### src/logic/rxwb_pkg.sv
// constants for the receive descriptor write-back and interrupt block
package rxwb_pkg;
  // register byte offsets
  localparam logic [7:0] OFF_CTRL = 8'h00;
  localparam logic [7:0] OFF_ICR = 8'h04;
  localparam logic [7:0] OFF_IMS = 8'h08;
  localparam logic [7:0] OFF_PDT = 8'h0c;
  localparam logic [7:0] OFF_ADT = 8'h10;
  localparam logic [7:0] OFF_SRPD = 8'h14;
  localparam logic [7:0] OFF_ACKD = 8'h18;
  // rings at 0x40 and 0x60, sub offsets inside a ring
  localparam logic [1:0] RING_AREA = 2'h1;
  localparam logic [4:0] RO_BAL = 5'h00;
  localparam logic [4:0] RO_BAH = 5'h04;
  localparam logic [4:0] RO_LEN = 5'h08;
  localparam logic [4:0] RO_HEAD = 5'h0c;
  localparam logic [4:0] RO_TAIL = 5'h10;
  // control fields
  localparam int WTH_LSB = 0;
  localparam int WTH_W = 6;
  localparam int DTYP_LSB = 8;
  localparam int EXST_BIT = 10;
  localparam int MINTH_LSB = 12;
  localparam logic [1:0] DTYP_PSPLIT = 2'h1;
  localparam int FPD_BIT = 31;
  // cause bits
  localparam int C_RXT = 0;
  localparam int C_MINTH = 1;
  localparam int C_OVR = 2;
  localparam int C_SRPD = 3;
  localparam int C_ACK = 4;
  localparam int NCAUSE = 5;
  // descriptor geometry
  localparam int DESC_SHIFT = 4;
  localparam int BASE_IGN = 4;
  localparam logic [16:0] LINE_DESCS = 17'h00004;
  localparam logic [7:0] DD_ONLY = 8'h01;
  // timer granularity
  localparam int TICK_NS = 1024;
  localparam int CLK_NS = 40;
  localparam int TICK_CYC = TICK_NS / CLK_NS;
endpackage

### src/logic/rxwb_top.sv
// receive descriptor write-back engine with ring and interrupt moderation
// Overview of operation
// [RL1] used 16-byte descriptors pile up and go out in cache-line chunks
// [RL2] pending count reaching writeback_threshold forces an immediate write-back
// [RL3] using the ring's last descriptors forces write-back to realign at start
// [RL4] timer expiry first flushes all used descriptors, then raises cause
// [RL5] writing packet_delay_timer with top bit set flushes and updates head
// [RL6] null-buffer descriptor stores no data, written back with only done bit
// [RL7] software avoids null padding with packet-split descriptors
// [RL8] two circular rings; head and tail wrap to base after ring size
// [RL9] ring_head names next write-back, advances by count written
// [RL10] head equal to tail means empty; stop storing packets
// [RL11] software writes tail past last valid entry, two per split descriptor
// [RL12] device owns head up to tail; software owns the rest
// [RL13] ring base is 64 bits over two words, low 4 bits ignored
// [RL14] software programs ring_length as a multiple of 128 bytes
// [RL15] shadow head counts completed but unwritten descriptors; 64K descriptors
// [RL16] packet completion reloads packet delay timer; expiry raises timer cause
// [RL17] packet delay timer zero signals each packet at once
// [RL18] absolute timer starts only when idle on completion; never reloaded
// [RL19] any receive interrupt resets both timers until next completion; the ack cause does not reset them
// [RL20] nonzero small threshold: shorter packet sets small and timer causes
// [RL21] ack detection needs split type or extended status; fires after delay
// [RL22] free count hitting fraction sets min cause; full FIFO write sets overrun
// [RL23] causes stay latched until cleared; interrupt only when unmasked
module rxwb_top
  import rxwb_pkg::*;
#(
  parameter int TICK = rxwb_pkg::TICK_CYC
) (
  input wire logic I_CLK,
  input wire logic I_RESET_N,
  input wire logic I_CE,
  input wire logic I_PSEL,
  input wire logic I_PENABLE,
  input wire logic I_PWRITE,
  input wire logic [7:0] I_PADDR,
  input wire logic [31:0] I_PWDATA,
  output logic [31:0] O_PRDATA,
  output logic O_PREADY,
  output logic O_PSLVERR,
  input wire logic I_DESC_USED,
  input wire logic I_DESC_RING,
  input wire logic I_DESC_NULL,
  input wire logic I_PKT_DONE,
  input wire logic [15:0] I_PKT_LEN,
  input wire logic I_PKT_ACK,
  input wire logic I_FIFO_WR,
  input wire logic I_FIFO_FULL,
  output logic O_STORE_EN,
  output logic [7:0] O_NULL_STATUS,
  output logic [1:0] O_RING_EMPTY,
  output logic O_FIFO_DROP,
  output logic O_WB_REQ,
  output logic O_WB_RING,
  output logic [63:0] O_WB_ADDR,
  output logic [16:0] O_WB_CNT,
  input wire logic I_WB_ACK,
  input wire logic I_WB_DONE,
  output logic O_IRQ
);
  import rxwb_pkg::*;

  typedef enum logic [1:0] {WB_IDLE, WB_REQ, WB_WAIT} rxwb_st_t;

  logic [31:0] ctrl_q, ims_q, pdt_q, adt_q, srpd_q, ackd_q, prdata_q;
  logic [NCAUSE-1:0] icr_q, cause_set;
  logic [31:4] bal_q [2];
  logic [31:0] bah_q [2];
  logic [20:0] len_q [2];
  logic [15:0] tail_q [2], head_q [2], sh_q [2];
  logic [16:0] pend_q [2], ndesc [2], cnt_w [2];
  logic [1:0] want, mt_hit;
  logic wr, rd_setup, hit, ring_sel, ring_acc, wr_icr;
  logic [4:0] sub;
  rxwb_st_t wb_st_q;
  logic wb_ring_q, flush_q, tmr_pend_q, done_ev;
  logic [16:0] wb_cnt_q;
  logic [15:0] pdt_cnt_q, adt_cnt_q, ack_cnt_q;
  logic pdt_act_q, adt_act_q, ack_act_q, tick;
  logic [15:0] tick_q;
  logic small_evt, ovr_evt, ack_en, intr_any, tmr_exp, rxt_flushed;

  // apb decode; zero wait states, unmapped offsets answer with an error
  assign wr = I_PSEL & I_PENABLE & I_PWRITE & I_CE;
  assign rd_setup = I_PSEL & ~I_PENABLE & ~I_PWRITE & I_CE;
  assign ring_acc = (I_PADDR[7:6] == RING_AREA) && (I_PADDR[4:0] <= RO_TAIL)
                    && (I_PADDR[1:0] == 2'h0);
  assign ring_sel = I_PADDR[5];
  assign sub = I_PADDR[4:0];
  assign hit = ring_acc || (I_PADDR <= OFF_ACKD && I_PADDR[1:0] == 2'h0);
  assign wr_icr = wr && I_PADDR == OFF_ICR;
  assign O_PREADY = 1'b1;
  assign O_PSLVERR = I_PSEL & I_PENABLE & ~hit;
  assign O_PRDATA = prdata_q;

  // read data caught in the setup phase so the bus sees a flop
  always_ff @(posedge I_CLK or negedge I_RESET_N) begin
    if (!I_RESET_N) begin
      prdata_q <= 32'h0;
    end else if (rd_setup) begin
      prdata_q <= 32'h0;
      if (ring_acc) begin
        unique case (sub)
          RO_BAL: prdata_q <= {bal_q[ring_sel], {BASE_IGN{1'b0}}}; // see [RL13]
          RO_BAH: prdata_q <= bah_q[ring_sel];
          RO_LEN: prdata_q <= {11'h0, len_q[ring_sel]};
          RO_HEAD: prdata_q <= {16'h0, head_q[ring_sel]}; // see [RL9]
          RO_TAIL: prdata_q <= {16'h0, tail_q[ring_sel]};
          default: prdata_q <= 32'h0;
        endcase
      end else begin
        unique case (I_PADDR)
          OFF_CTRL: prdata_q <= ctrl_q;
          OFF_ICR: prdata_q <= {27'h0, icr_q};
          OFF_IMS: prdata_q <= ims_q;
          OFF_PDT: prdata_q <= {16'h0, pdt_q[15:0]};
          OFF_ADT: prdata_q <= {16'h0, adt_q[15:0]};
          OFF_SRPD: prdata_q <= srpd_q;
          OFF_ACKD: prdata_q <= ackd_q;
          default: prdata_q <= 32'h0;
        endcase
      end
    end
  end

  // global configuration registers
  always_ff @(posedge I_CLK or negedge I_RESET_N) begin
    if (!I_RESET_N) begin
      ctrl_q <= 32'h0;
      ims_q <= 32'h0;
      pdt_q <= 32'h0;
      adt_q <= 32'h0;
      srpd_q <= 32'h0;
      ackd_q <= 32'h0;
    end else if (wr) begin
      unique case (I_PADDR)
        OFF_CTRL: ctrl_q <= I_PWDATA;
        OFF_IMS: ims_q <= I_PWDATA;
        OFF_PDT: pdt_q <= {16'h0, I_PWDATA[15:0]}; // flush bit is not stored
        OFF_ADT: adt_q <= {16'h0, I_PWDATA[15:0]};
        OFF_SRPD: srpd_q <= {16'h0, I_PWDATA[15:0]};
        OFF_ACKD: ackd_q <= {16'h0, I_PWDATA[15:0]};
        default: ;
      endcase
    end
  end

  // per-ring pointers; shadow head runs ahead of the visible head
  for (genvar r = 0; r < 2; r++) begin : g_ring
    logic used, done_here, to_end_hit, line_hit, wth_hit;
    logic [16:0] sh_inc, sh_nxt, free_after, thr, to_end;
    assign used = I_DESC_USED && I_DESC_RING == 1'(r) && I_CE;
    assign done_here = done_ev && wb_ring_q == 1'(r);
    assign ndesc[r] = {len_q[r][20:DESC_SHIFT]};
    assign sh_inc = {1'b0, sh_q[r]} + 17'h1;
    assign sh_nxt = (sh_inc >= ndesc[r]) ? 17'h0 : sh_inc; // see [RL8]
    assign free_after = ({1'b0, tail_q[r]} >= sh_nxt) ?
                        {1'b0, tail_q[r]} - sh_nxt : {1'b0, tail_q[r]} + ndesc[r] - sh_nxt;
    assign thr = ndesc[r] >> ({1'b0, ctrl_q[MINTH_LSB +: 2]} + 3'h1);
    assign mt_hit[r] = used && free_after == thr; // see [RL22]
    assign to_end = ndesc[r] - {1'b0, head_q[r]};
    assign cnt_w[r] = (pend_q[r] < to_end) ? pend_q[r] : to_end;
    // last ring entries used: write out so the next chunk starts at base
    assign to_end_hit = pend_q[r] >= to_end; // see [RL3]
    assign line_hit = pend_q[r] >= LINE_DESCS - {15'h0, head_q[r][1:0]}; // see [RL1]
    assign wth_hit = ctrl_q[WTH_LSB +: WTH_W] != 6'h0 &&
                     pend_q[r] >= {11'h0, ctrl_q[WTH_LSB +: WTH_W]}; // see [RL2]
    assign want[r] = pend_q[r] != 17'h0 && (flush_q || to_end_hit || line_hit || wth_hit);
    assign O_RING_EMPTY[r] = sh_q[r] == tail_q[r]; // see [RL10]

    // software-owned ring description
    always_ff @(posedge I_CLK or negedge I_RESET_N) begin
      if (!I_RESET_N) begin
        bal_q[r] <= 28'h0;
        bah_q[r] <= 32'h0;
        len_q[r] <= 21'h0;
        tail_q[r] <= 16'h0;
      end else if (wr && ring_acc && ring_sel == 1'(r)) begin
        unique case (sub)
          RO_BAL: bal_q[r] <= I_PWDATA[31:BASE_IGN]; // see [RL13]
          RO_BAH: bah_q[r] <= I_PWDATA;
          RO_LEN: len_q[r] <= I_PWDATA[20:0];
          RO_TAIL: tail_q[r] <= I_PWDATA[15:0]; // see [RL11]
          default: ;
        endcase
      end
    end

    // shadow head, pending count and visible head
    always_ff @(posedge I_CLK or negedge I_RESET_N) begin
      if (!I_RESET_N) begin
        sh_q[r] <= 16'h0;
        head_q[r] <= 16'h0;
        pend_q[r] <= 17'h0;
      end else begin
        if (used && !O_RING_EMPTY[r]) begin // see [RL12]
          sh_q[r] <= sh_nxt[15:0]; // see [RL15]
        end
        if (done_here) begin
          // advance by exactly the chunk just written, wrapping at size
          head_q[r] <= (({1'b0, head_q[r]} + wb_cnt_q) >= ndesc[r]) ? 16'h0 :
                       16'(head_q[r] + wb_cnt_q[15:0]); // see [RL9]
        end
        pend_q[r] <= pend_q[r] + {16'h0, used && !O_RING_EMPTY[r]}
                     - (done_here ? wb_cnt_q : 17'h0);
      end
    end
  end

  // data is never stored behind a null buffer address
  assign O_STORE_EN = ~I_DESC_NULL; // see [RL6]

  // status byte for a null descriptor: done bit only, other bits written as zero
  always_ff @(posedge I_CLK or negedge I_RESET_N) begin
    if (!I_RESET_N) begin
      O_NULL_STATUS <= 8'h0;
    end else if (I_CE && I_DESC_USED && I_DESC_NULL) begin
      O_NULL_STATUS <= DD_ONLY; // see [RL6]
    end
  end

  // write-back engine; ring 0 wins when both rings want the port
  assign done_ev = wb_st_q == WB_WAIT && I_WB_DONE && I_CE;
  assign O_WB_REQ = wb_st_q == WB_REQ;
  always_ff @(posedge I_CLK or negedge I_RESET_N) begin
    if (!I_RESET_N) begin
      wb_st_q <= WB_IDLE;
      wb_ring_q <= 1'b0;
      wb_cnt_q <= 17'h0;
      O_WB_RING <= 1'b0;
      O_WB_ADDR <= 64'h0;
      O_WB_CNT <= 17'h0;
    end else if (I_CE) begin
      unique case (wb_st_q)
        WB_IDLE: begin
          if (|want) begin
            wb_st_q <= WB_REQ;
            wb_ring_q <= ~want[0];
            wb_cnt_q <= want[0] ? cnt_w[0] : cnt_w[1];
            O_WB_RING <= ~want[0];
            O_WB_CNT <= want[0] ? cnt_w[0] : cnt_w[1];
            O_WB_ADDR <= want[0] ?
              {bah_q[0], bal_q[0], 4'h0} + {44'h0, head_q[0], 4'h0} :
              {bah_q[1], bal_q[1], 4'h0} + {44'h0, head_q[1], 4'h0};
          end
        end
        WB_REQ: if (I_WB_ACK) wb_st_q <= WB_WAIT;
        WB_WAIT: if (I_WB_DONE) wb_st_q <= WB_IDLE;
        default: wb_st_q <= WB_IDLE;
      endcase
    end
  end

  // flush request; timer causes wait for it so memory is current first
  assign rxt_flushed = tmr_pend_q && !flush_q;
  always_ff @(posedge I_CLK or negedge I_RESET_N) begin
    if (!I_RESET_N) begin
      flush_q <= 1'b0;
      tmr_pend_q <= 1'b0;
    end else if (I_CE) begin
      if ((wr && I_PADDR == OFF_PDT && I_PWDATA[FPD_BIT]) || tmr_exp) begin
        flush_q <= 1'b1; // see [RL5]
      end else if (pend_q[0] == 17'h0 && pend_q[1] == 17'h0 && wb_st_q == WB_IDLE) begin
        flush_q <= 1'b0;
      end
      if (tmr_exp) begin
        tmr_pend_q <= 1'b1;
      end else if (rxt_flushed) begin
        tmr_pend_q <= 1'b0; // see [RL4]
      end
    end
  end

  // shared prescaler for all delay timers
  assign tick = tick_q == 16'(TICK - 1);
  always_ff @(posedge I_CLK or negedge I_RESET_N) begin
    if (!I_RESET_N) begin
      tick_q <= 16'h0;
    end else if (I_CE) begin
      tick_q <= tick ? 16'h0 : tick_q + 16'h1;
    end
  end

  // packet and absolute delay timers
  assign small_evt = I_PKT_DONE && I_CE && srpd_q[15:0] != 16'h0
                     && I_PKT_LEN < srpd_q[15:0]; // see [RL20]
  assign ovr_evt = I_FIFO_WR && I_FIFO_FULL && I_CE;
  assign O_FIFO_DROP = ovr_evt; // see [RL22]
  assign tmr_exp = I_CE && ((tick && pdt_act_q && pdt_cnt_q == 16'h1)
                   || (tick && adt_act_q && adt_cnt_q == 16'h1)
                   || (I_PKT_DONE && pdt_q[15:0] == 16'h0)); // see [RL17]
  assign intr_any = tmr_exp || small_evt || ovr_evt || |mt_hit;
  always_ff @(posedge I_CLK or negedge I_RESET_N) begin
    if (!I_RESET_N) begin
      pdt_act_q <= 1'b0;
      adt_act_q <= 1'b0;
      pdt_cnt_q <= 16'h0;
      adt_cnt_q <= 16'h0;
    end else if (I_CE) begin
      if (intr_any) begin
        // every receive interrupt except the ack cause parks both timers until the next packet
        pdt_act_q <= 1'b0; // see [RL19]
        adt_act_q <= 1'b0;
      end else begin
        if (I_PKT_DONE) begin
          pdt_act_q <= 1'b1;
          pdt_cnt_q <= pdt_q[15:0]; // see [RL16]
        end else if (tick && pdt_act_q) begin
          pdt_cnt_q <= pdt_cnt_q - 16'h1;
        end
        if (I_PKT_DONE && !adt_act_q && adt_q[15:0] != 16'h0) begin
          adt_act_q <= 1'b1; // see [RL18]
          adt_cnt_q <= adt_q[15:0];
        end else if (tick && adt_act_q) begin
          adt_cnt_q <= adt_cnt_q - 16'h1;
        end
      end
    end
  end

  // ack frame delay; only counts in split or extended status formats
  assign ack_en = ctrl_q[DTYP_LSB +: 2] == DTYP_PSPLIT || ctrl_q[EXST_BIT]; // see [RL21]
  always_ff @(posedge I_CLK or negedge I_RESET_N) begin
    if (!I_RESET_N) begin
      ack_act_q <= 1'b0;
      ack_cnt_q <= 16'h0;
    end else if (I_CE) begin
      if (I_PKT_DONE && I_PKT_ACK && ack_en && !ack_act_q) begin
        ack_act_q <= 1'b1;
        ack_cnt_q <= ackd_q[15:0];
      end else if (ack_act_q && (ack_cnt_q == 16'h0 || (tick && ack_cnt_q == 16'h1))) begin
        ack_act_q <= 1'b0;
      end else if (ack_act_q && tick) begin
        ack_cnt_q <= ack_cnt_q - 16'h1;
      end
    end
  end

  // cause events; a set in the clearing cycle survives the clear
  always_comb begin
    cause_set = '0;
    cause_set[C_RXT] = rxt_flushed || small_evt;
    cause_set[C_SRPD] = small_evt;
    cause_set[C_MINTH] = |mt_hit;
    cause_set[C_OVR] = ovr_evt;
    cause_set[C_ACK] = I_CE && ack_act_q &&
                       (ack_cnt_q == 16'h0 || (tick && ack_cnt_q == 16'h1));
  end

  always_ff @(posedge I_CLK or negedge I_RESET_N) begin
    if (!I_RESET_N) begin
      icr_q <= '0;
    end else if (I_CE) begin
      icr_q <= (icr_q & ~(wr_icr ? I_PWDATA[NCAUSE-1:0] : '0)) | cause_set; // see [RL23]
    end
  end

  // level request, gated by the mask
  assign O_IRQ = |(icr_q & ims_q[NCAUSE-1:0]); // see [RL23]
endmodule

### config.mk
export PLATFORM = sky130hd
export DESIGN_NAME = rxwb_top
export DESIGN_NICKNAME = d
export VERILOG_FILES = /design/src/logic/rxwb_pkg.sv /design/src/logic/rxwb_top.sv
export SDC_FILE = /design/constraint.sdc
export NUM_CORES = 2
export LEC_CHECK = 0
export ABC_AREA = 1
export BUFFER_PORTS_ARGS = -buffer_cell sky130_fd_sc_hd__buf_2
export CORE_MARGIN = 10
export CORE_UTILIZATION = 45
export CTS_BUF_LIST = sky130_fd_sc_hd__clkbuf_4
export CTS_CLUSTER_DIAMETER = 100
export DETAILED_ROUTE_END_ITERATION = 7
export PLACE_DENSITY = 0.66
export SLEW_MARGIN = 0
export SYNTH_ARGS = -nofsm -noshare
export SYNTH_HDL_FRONTEND = slang
export SYNTH_SLANG_ARGS = --single-unit
### constraint.sdc
create_clock -name I_CLK -period 5.9 [get_ports I_CLK]
set_input_delay 0.59 -clock I_CLK [delete_from_list [all_inputs] [get_ports I_CLK]]
set_output_delay 0.59 -clock I_CLK [all_outputs]
set_load 0.02 [all_outputs]
==> run_results.csv <==
group,metric,value,unit
critical_path,crit_cells,49,
logic_synthesis,yosysUniqueCellTypes,71,
detailed_routing,wl,202,mm
detailed_routing,drcViolationCount,0,
sta,min_period,6210,ps
detailed_routing,wire_per_inst,23.3,um
critical_path,cp_num_buf_inv,11,
grt,antenna_found_initial,10,
sta,timing.fmax,161,MHz
place,place_congestion,1.05,
clocking,clk_latency,1180,ps
logic_synthesis,synth_edf_count,0,
status,outcome,"complete, but fails checks",
clocking,cts.path.max_buffers,3,
critical_path,reg2reg_depth,49,
sta,tns,-8750,ps
min_path,hold_path_depth,7,
sta,drv_slew,0,
logic_synthesis,yosys_most_used_dff,"dfrtp_1",
die,start_util,45.2,%
critical_path,endpoint_kind,"flop",
power,leakage,28.7,nW
logic_synthesis,yosysTopAreaCell,"dfrtp_1",
critical_path,crit_path_start_kind,"flop",
critical_path,cp.required,6910,ps
clocking,h-tree-depth,4,
logic_synthesis,synth.area.top_cells,"dfrtp_1 33%, nand2_1 12%, ha_1 9.9%",
sta,finClkSkew,118,ps
sta,rsz0062_at_grt,"true",
min_path,min_path_type,"in2reg",
sta,worst_pin_slew,1250,ps
detailed_routing,ant_nets,0,
grt,grt_pass1_vias,46700,
grt,track_usage,33.5,%
layout,drive_gt1_share,15.9,%
critical_path,cp_slowest_stage_delay,550,ps
power,power_density,413,mW/mm2
critical_path,path_common_cell,"nand2_1",
grt,grt_pass1_wl,297,mm
sta,setup_viol,35,
die,die_w,342,um
critical_path,crit_type,"reg2reg",
die,rows,118,
status,violations,"negative setup slack",
logic_synthesis,synth_common_cells,"1552 x nand2_1, 872 x inv_1, 684 x o21ai_0, 607 x dfrtp_1, 513 x nor2_1",
detailed_routing,first_iter_violations,6184,
clocking,cts_tree,"built",
job,maxCapViolCount,0,
layout,syn2layout_area_growth,19.3,%
clocking,clk_pin_slew,80,ps
die,die_h,342,um
logic_synthesis,seq_area_frac_synth,32.5,%
sta,fin_crit_sh,105,%
sta,whs,116,ps
die,io_pins,201,
sta,relSlewSlack,15.9,%
grt,grt-ovfl-total,0,
critical_path,slowest_stage,"fa_1",
sta,finalWorstSetupSlack,-313,ps
layout,fin_nets,7642,
logic_synthesis,synth_top_area_share,32.5,%
logic_synthesis,synthArstFlopShare,100,%
critical_path,cp_max_fo,8,
logic_synthesis,avgSynthCellArea,7.19,um2
detailed_routing,routed-via-count,49400,
clocking,cts.sinks,607,
logic_synthesis,synth_area,0.0467,mm2
logic_synthesis,ys_ff_latch,607,
clocking,root_buffer,"clkbuf_4",
logic_synthesis,yosys_warnings,0,
place,dp_hpwl,157,mm
logic_synthesis,synth_most_common_cell,"nand2_1",
power,ir_drop,0.285,mV
critical_path,path_delay_family,"simple AND/OR/NAND/NOR gates",
die,core-area,0.103,mm2
die,die_area,0.117,mm2
detailed_routing,via_per_inst,5.70,
clocking,cts_made_buffers,176,
detailed_routing,first_pass_iters,6,
critical_path,cp.arrival,7220,ps
place,port_buffers,188,
grt,grt_max_degree,158,
sta,hold_viol_final,0,
logic_synthesis,syn_inst,6497,
## flip-flops by register name, indices dropped and copies added (netlist names), 17 cells and up
register,flops
bal_q,56
bah_q,64
len_q,42
wb_cnt_q,17
O_WB_ADDR,60
pend_q,34
sh_q,32
head_q,32
tail_q,32
ctrl_q,32
ims_q,32
O_PRDATA,32
## kinds of logic after synthesis
family / after synthesis / share of synthesized area (%)
simple gates: 2666 / 24.1
compound gates: 1410 / 17.0
buf+inv: 1116 / 9.32
flops: 607 / 32.5
fa+ha+maj: 413 / 11.7
xor+xnor: 281 / 5.27
other cells: 2 / 0.0161
mux: 2 / 0.0455
## repair_timing
item,4_1_cts,5_1_grt
gates resized for setup,132,105
hold endpoints to repair,265,0
pin swaps,38,53
gates cloned,3,1
endpoints found under the setup margin,35,35
hold buffers,43,0
setup buffers,26,13
## worst reg2reg max path, delay by kind of cell (launching register included)
family	cells	cell delay [ps]
AND/OR/NAND/NOR	32	3200
adder cells (fa/ha/maj)	3	1150
buffers and inverters	11	1010
flip-flops	1	360
AO/OA/AOI/OAI	2	250
XOR/XNOR	1	170
## cell usage in the layout, fill, tap and decap left out, drive strengths merged, types with 70 or more instances in the layout
cell    count
nand2    1557
nand3     239
inv       886
xnor2      89
nand4     115
ha        371
clkbuf    242
nor3      109
buf       650
nor2      523
o21ai     694
dfrtp     607
a21oi     379
xor2      192
clkinv     70
## power by group
group / switching (mW) / internal (mW)
sequential: 0.803 / 4.83
combinational: 8.15 / 5.18
clock: 2.08 / 1.95
total: 11.0 / 12.0
## layer usage
metal / wire, um / GRT usage, % / up-vias
met3: 22700 / 8.90 / 532
met4: 10900 / 16.4 / 6
li1: - / - / 23000
met5: 47 / 0 / -
met1: 82700 / 44.7 / 23300
met2: 85500 / 49.9 / 2588
## stage by stage
step	setup WS, ps	std cells	util, %	area, um2	power, mW
after floorplan	178	6507	-	46700	13.6
after global placement	-781	8275	50.1	51800	18.0
after detailed placement	-826	8275	50.1	51800	18.1
after CTS	-98.9	8652	53.4	55200	22.5
after global routing	-670	8669	53.9	55700	24.8
final	-313	8670	53.9	55700	23.0
## cell type report
type | instances | area [um2]
Tap cell | 1380 | 1730
Inverter | 894 | 3360
Fill cell | 10200 | 47600
Clock inverter | 65 | 353
Timing Repair Buffer | 693 | 5060
Antenna cell | 4 | 10.0
Clock buffer | 241 | 1810
Multi-Input combinational cell | 4786 | 28200
Sequential cell | 607 | 15200
## worst paths after layout
path / from / to / slack [ps]
setup reg to reg: sh_q[2] / pdt_cnt_q[12] / -310
hold / removal: I_PKT_LEN[7] / icr_q[3] / 120
max in group asynchronous: I_RESET_N / tick_q[10] / 3960
min in group asynchronous: I_RESET_N / pend_q[25] / 530
hold reg to reg: O_WB_ADDR[24] / O_WB_ADDR[24] / 480
setup / recovery: sh_q[2] / pdt_cnt_q[12] / -310
Note: power is estimated with default switching activity, not from simulation.
